File: src/rtl/scp_regs.vh
`ifndef SCP_REGS_VH
`define SCP_REGS_VH
// frame layout
`define SCP_RW_BIT 31
`define SCP_CODE_HI 30
`define SCP_CODE_LO 27
`define SCP_CH_HI 25
`define SCP_CH_LO 24
// register codes
`define SCP_CODE_INTLIM 4'h4
`define SCP_CODE_PERIOD 4'h5
`define SCP_CODE_THROL 4'h6
// channel codes
`define SCP_CH_FIRST 2'h1
`define SCP_CH_SECOND 2'h2
// integrator clamp limits
`define SCP_HILIM_HI 23
`define SCP_HILIM_LO 12
`define SCP_LOLIM_HI 11
`define SCP_LOLIM_LO 0
`define SCP_LIM_RESET 12'h7FF
`define SCP_LIM_SCALE_SHIFT 5
// period register: integral gain index and switching period
`define SCP_KI_HI 22
`define SCP_KI_LO 20
`define SCP_KI_RESET 3'h2
`define SCP_KI_MAX 3'h6
`define SCP_PER_HI 11
`define SCP_PER_LO 0
`define SCP_PER_RESET 12'h000
`define SCP_PER_TICKS 16
// threshold and open-load-on
`define SCP_THR_HI 21
`define SCP_THR_LO 6
`define SCP_THR_RESET 16'h0000
`define SCP_OL_HI 5
`define SCP_OL_LO 0
`define SCP_OL_RESET 6'h00
`endif

File: src/rtl/scp_chan.v
`timescale 1ns/1ps
`include "scp_regs.vh"
// one channel's parameter storage
module scp_chan (
   // clock and reset
   input wire CLK_SYS,
   input wire RST,
   // write strobes and data
   input wire wr_lim,
   input wire wr_per,
   input wire wr_thr,
   input wire [31:0] wdata,
   // turn-off threshold update from the period controller
   input wire thr_load,
   input wire [15:0] thr_value,
   // stored fields
   output reg [11:0] hi_lim_reg,
   output reg [11:0] lo_lim_reg,
   output reg [2:0] ki_idx_reg,
   output reg [11:0] period_reg,
   output reg [15:0] thr_reg,
   output reg [5:0] ol_reg
);
   wire [2:0] ki_in;
   wire [2:0] ki_next;
   assign ki_in = wdata[`SCP_KI_HI:`SCP_KI_LO];
   assign ki_next = (ki_in > `SCP_KI_MAX) ? `SCP_KI_MAX : ki_in;

   always @(posedge CLK_SYS or posedge RST) begin
      if (RST) begin
         hi_lim_reg <= `SCP_LIM_RESET;
         lo_lim_reg <= `SCP_LIM_RESET;
         ki_idx_reg <= `SCP_KI_RESET;
         period_reg <= `SCP_PER_RESET;
         thr_reg <= `SCP_THR_RESET;
         ol_reg <= `SCP_OL_RESET;
      end else begin
         if (wr_lim) begin
            hi_lim_reg <= wdata[`SCP_HILIM_HI:`SCP_HILIM_LO];
            lo_lim_reg <= wdata[`SCP_LOLIM_HI:`SCP_LOLIM_LO];
         end
         if (wr_per) begin
            ki_idx_reg <= ki_next;
            period_reg <= wdata[`SCP_PER_HI:`SCP_PER_LO];
         end
         if (wr_thr) begin
            ol_reg <= wdata[`SCP_OL_HI:`SCP_OL_LO];
         end
         // threshold only follows the controller, never the host write
         if (thr_load) begin
            thr_reg <= thr_value;
         end
      end
   end
endmodule // scp_chan

File: src/rtl/scp_tick.v
`timescale 1ns/1ps
// one-cycle enable every DIV cycles
module scp_tick #(
   parameter DIV = 16
) (
   // clock and reset
   input wire CLK_SYS,
   input wire RST,
   // enable pulse
   output reg tick
);
   reg [7:0] cnt_reg;
   always @(posedge CLK_SYS or posedge RST) begin
      if (RST) begin
         cnt_reg <= 8'h00;
         tick <= 1'b0;
      end else if (cnt_reg == DIV - 1) begin
         cnt_reg <= 8'h00;
         tick <= 1'b1;
      end else begin
         cnt_reg <= cnt_reg + 8'h01;
         tick <= 1'b0;
      end
   end
endmodule // scp_tick

File: src/rtl/scp_top.v
// Overview of operation
// - frame bit 31 set means write, clear means read; read data has it clear
// - frame bits 25:24 pick channel: 01 first, 10 second load channel
// - upper integrator clamp: 12 bits at 23:12, reset 7FF, applied as 32 times
// - lower integrator clamp: 12 bits at 11:0, reset 7FF, applied as minus 32 times
// - period controller integral gain is two to minus index in bits 22:20
// - gain index saturates at six; writing seven stores six
// - gain index resets to two, giving gain one quarter
// - switching period field bits 11:0, one count is 16 system clocks
// - bits 21:6 read turn-off threshold set by period controller, reset zero
// - host writes never change the turn-off threshold field
// - open-load-on threshold bits 5:0, reset zero, read-write
// - open-load-on detection stays off while its threshold is zero
`timescale 1ns/1ps
`include "scp_regs.vh"
module scp_top (
   // clock and reset
   input wire CLK_SYS,
   input wire RST,
   // register frame port, same clock domain as the frame decoder
   input wire FRAME_VALID,
   input wire [31:0] FRAME_DATA,
   output reg READ_VALID,
   output reg [31:0] READ_DATA,
   // per-channel turn-off threshold from the period controller
   input wire THR_LOAD_1,
   input wire THR_LOAD_2,
   input wire [15:0] THR_VALUE_1,
   input wire [15:0] THR_VALUE_2,
   // applied parameters, first load channel
   output reg signed [17:0] CLAMP_HI_1,
   output reg signed [17:0] CLAMP_LO_1,
   output reg [2:0] KI_SHIFT_1,
   output reg [15:0] PERIOD_CLKS_1,
   output reg OL_ON_EN_1,
   output reg [5:0] OL_ON_LIMIT_1,
   // applied parameters, second load channel
   output reg signed [17:0] CLAMP_HI_2,
   output reg signed [17:0] CLAMP_LO_2,
   output reg [2:0] KI_SHIFT_2,
   output reg [15:0] PERIOD_CLKS_2,
   output reg OL_ON_EN_2,
   output reg [5:0] OL_ON_LIMIT_2,
   // 16-cycle enable that paces the period count
   output reg PERIOD_TICK
);
   // ****************************************
   // frame decode
   // ****************************************
   wire is_write;
   wire [3:0] code;
   wire [1:0] chan;
   wire sel1;
   wire sel2;
   wire hit_lim;
   wire hit_per;
   wire hit_thr;
   assign is_write = FRAME_DATA[`SCP_RW_BIT];
   assign code = FRAME_DATA[`SCP_CODE_HI:`SCP_CODE_LO];
   assign chan = FRAME_DATA[`SCP_CH_HI:`SCP_CH_LO];
   assign sel1 = (chan == `SCP_CH_FIRST);
   assign sel2 = (chan == `SCP_CH_SECOND);
   assign hit_lim = (code == `SCP_CODE_INTLIM);
   assign hit_per = (code == `SCP_CODE_PERIOD);
   assign hit_thr = (code == `SCP_CODE_THROL);

   wire wr_ok;
   assign wr_ok = FRAME_VALID & is_write;

   // ****************************************
   // channel storage
   // ****************************************
   wire [11:0] hi1;
   wire [11:0] lo1;
   wire [2:0] ki1;
   wire [11:0] per1;
   wire [15:0] thr1;
   wire [5:0] ol1;
   wire [11:0] hi2;
   wire [11:0] lo2;
   wire [2:0] ki2;
   wire [11:0] per2;
   wire [15:0] thr2;
   wire [5:0] ol2;
   // a write to an unknown channel or code is dropped
   scp_chan u_ch1 (
      .CLK_SYS(CLK_SYS),
      .RST(RST),
      .wr_lim(wr_ok & sel1 & hit_lim),
      .wr_per(wr_ok & sel1 & hit_per),
      .wr_thr(wr_ok & sel1 & hit_thr),
      .wdata(FRAME_DATA),
      .thr_load(THR_LOAD_1),
      .thr_value(THR_VALUE_1),
      .hi_lim_reg(hi1),
      .lo_lim_reg(lo1),
      .ki_idx_reg(ki1),
      .period_reg(per1),
      .thr_reg(thr1),
      .ol_reg(ol1)
   );
   scp_chan u_ch2 (
      .CLK_SYS(CLK_SYS),
      .RST(RST),
      .wr_lim(wr_ok & sel2 & hit_lim),
      .wr_per(wr_ok & sel2 & hit_per),
      .wr_thr(wr_ok & sel2 & hit_thr),
      .wdata(FRAME_DATA),
      .thr_load(THR_LOAD_2),
      .thr_value(THR_VALUE_2),
      .hi_lim_reg(hi2),
      .lo_lim_reg(lo2),
      .ki_idx_reg(ki2),
      .period_reg(per2),
      .thr_reg(thr2),
      .ol_reg(ol2)
   );

   wire tick;
   scp_tick #(.DIV(`SCP_PER_TICKS)) u_tick (
      .CLK_SYS(CLK_SYS),
      .RST(RST),
      .tick(tick)
   );

   // ****************************************
   // read-back
   // ****************************************
   reg [31:0] rd_next;
   reg [11:0] r_hi;
   reg [11:0] r_lo;
   reg [2:0] r_ki;
   reg [11:0] r_per;
   reg [15:0] r_thr;
   reg [5:0] r_ol;
   always @* begin
      r_hi = sel2 ? hi2 : hi1;
      r_lo = sel2 ? lo2 : lo1;
      r_ki = sel2 ? ki2 : ki1;
      r_per = sel2 ? per2 : per1;
      r_thr = sel2 ? thr2 : thr1;
      r_ol = sel2 ? ol2 : ol1;
      rd_next = 32'h00000000;
      rd_next[`SCP_CODE_HI:`SCP_CODE_LO] = code;
      rd_next[`SCP_CH_HI:`SCP_CH_LO] = chan;
      if (!(sel1 | sel2)) begin
         rd_next[`SCP_CH_HI:`SCP_CH_LO] = chan;
      end else if (hit_lim) begin
         rd_next[`SCP_HILIM_HI:`SCP_HILIM_LO] = r_hi;
         rd_next[`SCP_LOLIM_HI:`SCP_LOLIM_LO] = r_lo;
      end else if (hit_per) begin
         rd_next[`SCP_KI_HI:`SCP_KI_LO] = r_ki;
         rd_next[`SCP_PER_HI:`SCP_PER_LO] = r_per;
      end else if (hit_thr) begin
         rd_next[`SCP_THR_HI:`SCP_THR_LO] = r_thr;
         rd_next[`SCP_OL_HI:`SCP_OL_LO] = r_ol;
      end
   end

   always @(posedge CLK_SYS or posedge RST) begin
      if (RST) begin
         READ_VALID <= 1'b0;
         READ_DATA <= 32'h00000000;
      end else begin
         READ_VALID <= FRAME_VALID & ~is_write;
         if (FRAME_VALID & ~is_write) begin
            READ_DATA <= rd_next;
         end
      end
   end

   // ****************************************
   // applied values
   // ****************************************
   // clamps are scaled by a shift so the outputs match the integrator width
   always @(posedge CLK_SYS or posedge RST) begin
      if (RST) begin
         CLAMP_HI_1 <= 18'sh00000;
         CLAMP_LO_1 <= 18'sh00000;
         KI_SHIFT_1 <= 3'h0;
         PERIOD_CLKS_1 <= 16'h0000;
         OL_ON_EN_1 <= 1'b0;
         OL_ON_LIMIT_1 <= 6'h00;
         CLAMP_HI_2 <= 18'sh00000;
         CLAMP_LO_2 <= 18'sh00000;
         KI_SHIFT_2 <= 3'h0;
         PERIOD_CLKS_2 <= 16'h0000;
         OL_ON_EN_2 <= 1'b0;
         OL_ON_LIMIT_2 <= 6'h00;
         PERIOD_TICK <= 1'b0;
      end else begin
         CLAMP_HI_1 <= $signed({1'b0, hi1, 5'h00});
         CLAMP_LO_1 <= -$signed({1'b0, lo1, 5'h00});
         KI_SHIFT_1 <= ki1;
         PERIOD_CLKS_1 <= {per1, 4'h0};
         OL_ON_EN_1 <= (ol1 != 6'h00);
         OL_ON_LIMIT_1 <= ol1;
         CLAMP_HI_2 <= $signed({1'b0, hi2, 5'h00});
         CLAMP_LO_2 <= -$signed({1'b0, lo2, 5'h00});
         KI_SHIFT_2 <= ki2;
         PERIOD_CLKS_2 <= {per2, 4'h0};
         OL_ON_EN_2 <= (ol2 != 6'h00);
         OL_ON_LIMIT_2 <= ol2;
         PERIOD_TICK <= tick;
      end
   end
endmodule // scp_top

File: config.mk
export PLATFORM = sky130hd
export DESIGN_NAME = scp_top
export DESIGN_NICKNAME = d
export VERILOG_FILES = /design/src/rtl/scp_chan.v /design/src/rtl/scp_tick.v /design/src/rtl/scp_top.v
export VERILOG_INCLUDE_DIRS = /design/src /design/src/rtl
export SDC_FILE = /design/constraint.sdc
export NUM_CORES = 1
export LEC_CHECK = 0
export BUFFER_PORTS_ARGS = -buffer_cell sky130_fd_sc_hd__buf_2
export CAP_MARGIN = 20
export CORE_MARGIN = 10
export CORE_UTILIZATION = 35
export CTS_CLUSTER_DIAMETER = 100
export CTS_CLUSTER_SIZE = 40
export DETAILED_ROUTE_END_ITERATION = 8
export SYNTH_ARGS = -nofsm -noshare
export SYNTH_HDL_FRONTEND = slang
export SYNTH_SLANG_ARGS = --single-unit
File: constraint.sdc
create_clock -name CLK_SYS -period 18.35 [get_ports CLK_SYS]
set_clock_uncertainty 0.15 [all_clocks]
set_input_delay 0.9175 -clock CLK_SYS [delete_from_list [all_inputs] [get_ports CLK_SYS]]
set_output_delay 0.9175 -clock CLK_SYS [all_outputs]
set_load 0.005 [all_outputs]
Word-level counts from Yosys, hierarchy flattened --
Cells that the tools add are included.
Storage, ports and cells: output and inout port bits 158, input port bits 69, register bits 267
Operators by class: eq/ne operators 6, multiplexer cells 17, reduce and logical (&&, ||, !) cells 2, $add $sub $neg 3, order comparisons 1, bitwise gates (word level) 12
Operators by type and width (count):
- 2-to-1 mux 12 bit | 4
- negation 17 -> 18 bit | 2
- 2-to-1 mux 24 bit | 1
- 2-to-1 mux 23 bit | 1
- 2-to-1 mux 22 bit | 1
- 2-to-1 mux 16 bit | 1
- 2-to-1 mux 8 bit | 2
- equality test 4 x 3 -> 1 bit, second input constant | 3
- nonzero test 6 bit | 2
- bitwise AND 1 bit | 10
- adder 8 x 1 -> 8 bit, second input constant | 1
- equality test 8 x 4 -> 1 bit, second input constant | 1
- 2-to-1 mux 3 bit | 2
- 2-to-1 mux 6 bit | 1
- greater-than comparator 3 bit, second input constant | 1
- 2-to-1 mux 1 bit | 3
- equality test 2 x 1 -> 1 bit, second input constant | 1
- equality test 2 bit, second input constant | 1
- 2-to-1 mux 2 bit | 1
- inverter 1 bit | 1
- bitwise OR 1 bit | 1

Longest topological paths before layout --
word-level depth 6, depth in mapped cells 7, mapped depth without buffers 5

By module --
A second synthesis with hierarchy kept.
Second synthesis, totals: cell total of the unflattened synthesis 730, area total of the unflattened synthesis 10807.9 µm²
By module, submodules not included:
- scp_top | area each 5391.4 µm², sequential area each 3153.0 µm², cells an instance 436, instances 1
- scp_chan | area each 2522.4 µm², sequential area each 1555.2 µm², cells an instance 132, instances 2
- scp_tick | area each 371.6 µm², sequential area each 225.2 µm², cells an instance 30, instances 1

Worst setup path before layout --
No wires, ideal clock.
path kind input -> register, from input FRAME_DATA[24], to register u_ch2.period_reg[0], setup slack 15.761 ns, path buffers 2, data arrival time 2.315 ns, cell stages on the path 7, cells stage by stage inv_1 -> ha_1 -> buf_2 -> nand3_1 -> nor2_1 -> buf_2 -> mux2_2
On the way: longest elaborated chain between the ends 3
Ends and longest elaborated chain:
- from (decl) | RTL line scp_top.v:22 | input wire [31:0] FRAME_DATA,
- equality test 2 bit (no source line)
- bitwise AND 1 bit (2 in series) | RTL line scp_top.v:106 | .wr_per(wr_ok & sel2 & hit_per),
- to (signal assigned) | RTL line scp_chan.v:34 | period_reg <= `SCP_PER_RESET;
- to (signal assigned) | RTL line scp_chan.v:44 | period_reg <= wdata[`SCP_PER_HI:`SCP_PER_LO];
- to (decl) | RTL line scp_chan.v:20 | output reg [11:0] period_reg,
No other way between the ends. A chain may end at the register's enable or synchronous reset.

Final worst setup path --
from input FRAME_DATA[27], to register u_ch2.hi_lim_reg[11]
On the way: longest elaborated chain between the ends 2
Ends and longest elaborated chain:
- equality test 4 x 3 -> 1 bit (no source line)
- bitwise AND 1 bit | RTL line scp_top.v:105 | .wr_lim(wr_ok & sel2 & hit_lim),
- to (signal assigned) | RTL line scp_chan.v:31 | hi_lim_reg <= `SCP_LIM_RESET;
- to (signal assigned) | RTL line scp_chan.v:39 | hi_lim_reg <= wdata[`SCP_HILIM_HI:`SCP_HILIM_LO];
- to (decl) | RTL line scp_chan.v:17 | output reg [11:0] hi_lim_reg,
No other way between the ends.

==> metrics.csv <==
stage,metric,value,unit
run_status,status,finished clean,
sta,fmax,0.311,GHz
sta,drv_slew,0,
synthesis,synth_edf_count,0,
sta,layout_min_cycle_time,3220,ps
cts,cts_setup_buffers,0,
synthesis,avgSynthCellArea,14.4,sq um
cts,path_clk_slew,110,ps
global_route,grt_overflow_total,0,
finish,final_util,41.7,%
drt,vias,6124,
synthesis,synthCells,712,
global_route,antenna_found_initial,7,
finish,largest_reg_flops,30,
worst_hold_path,hold_path_class,register to register,
cts,post_cts_resized,0,
global_route,grt_pass1_wl,39.7,mm
critical_path,cp.required,18580,ps
drt,routedWlPerCell,20.2,microns
cts,clk_latency,500,ps
finish,nets,967,
critical_path,cp-startpoint,FRAME_DATA[27],
critical_path,cp-start-kind,input port,
critical_path,crit_fanout,24,
pwr,ir_drop,0.0667,mV
synthesis,ys_ff_latch,257,
sta,report.final.hold_viol_count,0,
sta,setup_viol,0,
synthesis,netlist-cell-type-count,42,
job,drv_cap,0,
critical_path,reg2regPathDepth,5,
floorplanning,die_w,191,microns
cts,cts-root-buf,clkbuf_16,
floorplanning,ios,227,
global_route,grt_usage,13.9,%
synthesis,yosys.area.top_type_share,51.5,%
critical_path,endpoint,u_ch2.hi_lim_reg[11],
drt,dr.pass1.iters,4,
placement,port_buffers,193,
cts,h-tree-depth,1,
synthesis,synth_flop_cell,dfrtp_1,
finish,synthToLayoutAreaGrowth,17.1,%
finish,final_layout_size_suffix_gt1_share,47.2,%
global_route,grt_pass1_vias,6627,
pwr,power.leakage,0.00574,uW
critical_path,critPathCaptureType,register,
critical_path,critical_path_arrival,3450,ps
drt,drtIter0Drc,263,
floorplanning,num_rows,62,
placement,place_ws,14570,ps
drt,route.final.wire_length,26.0,mm
floorplanning,start_util,35.6,%
floorplanning,die_area,36600,sq um
cts,cts_tree,yes,
cts,clock-sinks,257,
synthesis,netlist_area,10300,sq um
synthesis,synth_top_area_cell,dfrtp_1,
finish,fillers,2735,
placement,dp_hpwl,18.4,mm
floorplanning,core_area,28800,sq um
cts,holdBufCountCts,0,
synthesis,async_flop_share,100,%
critical_path,crit_type,input port to register,
drt,drc,0,
sta,rsz0062_at_grt,false,
synthesis,ys_warn_count,0,
pwr,powerDensity,97.0,nW/um^2
placement,gp_congestion,0.731,
cts,cts_buffer_depth,3,
sta,max-slew-margin-rel,35.0,%
sta,worst_pin_slew,973,ps
cts,cts_buffers,12,
sta,timing.setup.tns,0,ps
drt,vias_per_cell,4.76,
critical_path,reg2reg_to,CLAMP_LO_1[17],
synthesis,synth_area_leaders,"dfrtp_1 51%, mux2_2 16%, dfstp_2 12%",
synthesis,ys_seq_area_share,63.3,%
sta,postLayoutSetupSlackWorst,15130,ps
critical_path,reg2reg_slack,16120,ps
sta,layout_worst_path_cycle_share,17.5,%
critical_path,rr_startpoint,u_ch1.lo_lim_reg[0],
global_route,grt_max_degree,117,
floorplanning,die_y,191,microns
drt,antenna_left,0,
-- cell usage in the layout, fill, tap and decap left out, types with 15 or more instances in the layout --
master / count
buf_2: 193
conb_1: 32
dfrtp_1: 211
dfstp_2: 46
mux2_2: 145
mux2i_1: 39
nand2_1: 26
o21ai_0: 27
xnor2_1: 15
-- per-stage QoR --
step	cell area, sq um	hold WS (ps)	total power [uW]	cells
final	12000	209	1170	1286
after global routing	12000	227	1230	1284
after CTS	12000	213	1190	1282
after detailed placement	11500	187	832	1262
after global placement	11500	185	829	1261
after floorplan	10400	181	758	743
-- worst min-delay path by stage --
stage	end	start	slack [ps]	cells after the start
3_3_place_gp	PERIOD_TICK	u_tick.tick	190	0
3_5_place_dp	PERIOD_TICK	u_tick.tick	190	0
2_1_floorplan	PERIOD_TICK	u_tick.tick	180	0
4_1_cts	PERIOD_TICK	u_tick.tick	210	0
6_report	PERIOD_TICK	u_tick.tick	210	0
5_1_grt	PERIOD_TICK	u_tick.tick	230	0
-- report_power, final --
part	total, uW	internal [uW]	switching [uW]
Combinational	157	77.4	79.5
Clock	350	154	195
Sequential	659	630	29.7
-- cell type report --
type	instances	area [sq um]	share of cell area [%]
sequential	257	6490	54.0
timing repair buffer	201	1050	8.77
clock inverter	6	118	0.979
inverter	8	37.5	0.312
multi-input combinational	413	3500	29.1
antenna	3	7.51	0.0625
tap	384	480	4.00
clock buffer	14	329	2.74
-- synthesized netlist by cell type (3+ instances only) --
master       n
a21oi_1     14
a2bb2oi_1   14
a32oi_1      8
buf_2        7
buf_4       36
clkbuf_1    21
dfrtp_1    211
dfstp_2     46
ha_1         5
inv_1        8
mux2_1       3
mux2_2     145
mux2i_1     39
nand2_1     26
nand2b_1     3
nand3_1      5
nand4_1      3
nor2_1      15
nor3_1       6
nor4_1       7
o21ai_0     27
o2bb2ai_1   14
xnor2_1     15
xor2_1       9
-- critical path, stage by stage --
cell and delay [ps]:
buf_2 240, or4b_1 930, nor2_4 920, mux2_2 410
-- cells by family after synthesis --
logic type / after synthesis / synth area share (%)
other cells: 1 / 0.0366
flops: 257 / 63.3
xor+xnor: 24 / 2.05
mux: 187 / 20.1
simple gates: 86 / 4.67
compound gates: 79 / 5.25
fa+ha+maj: 5 / 0.610
buf+inv: 73 / 4.07
-- layer usage --
metal | track usage [%] | part of all wire, % | vias up
met2 | 23.0 | 47 | 167
met4 | 2.37 | 1.1 | 8
met1 | 17.1 | 42 | 3090
li1 | - | - | 2832
met3 | 5.30 | 9.9 | 27
met5 | 0 | 0.17 | -
Power figures use the tool's default switching activity.
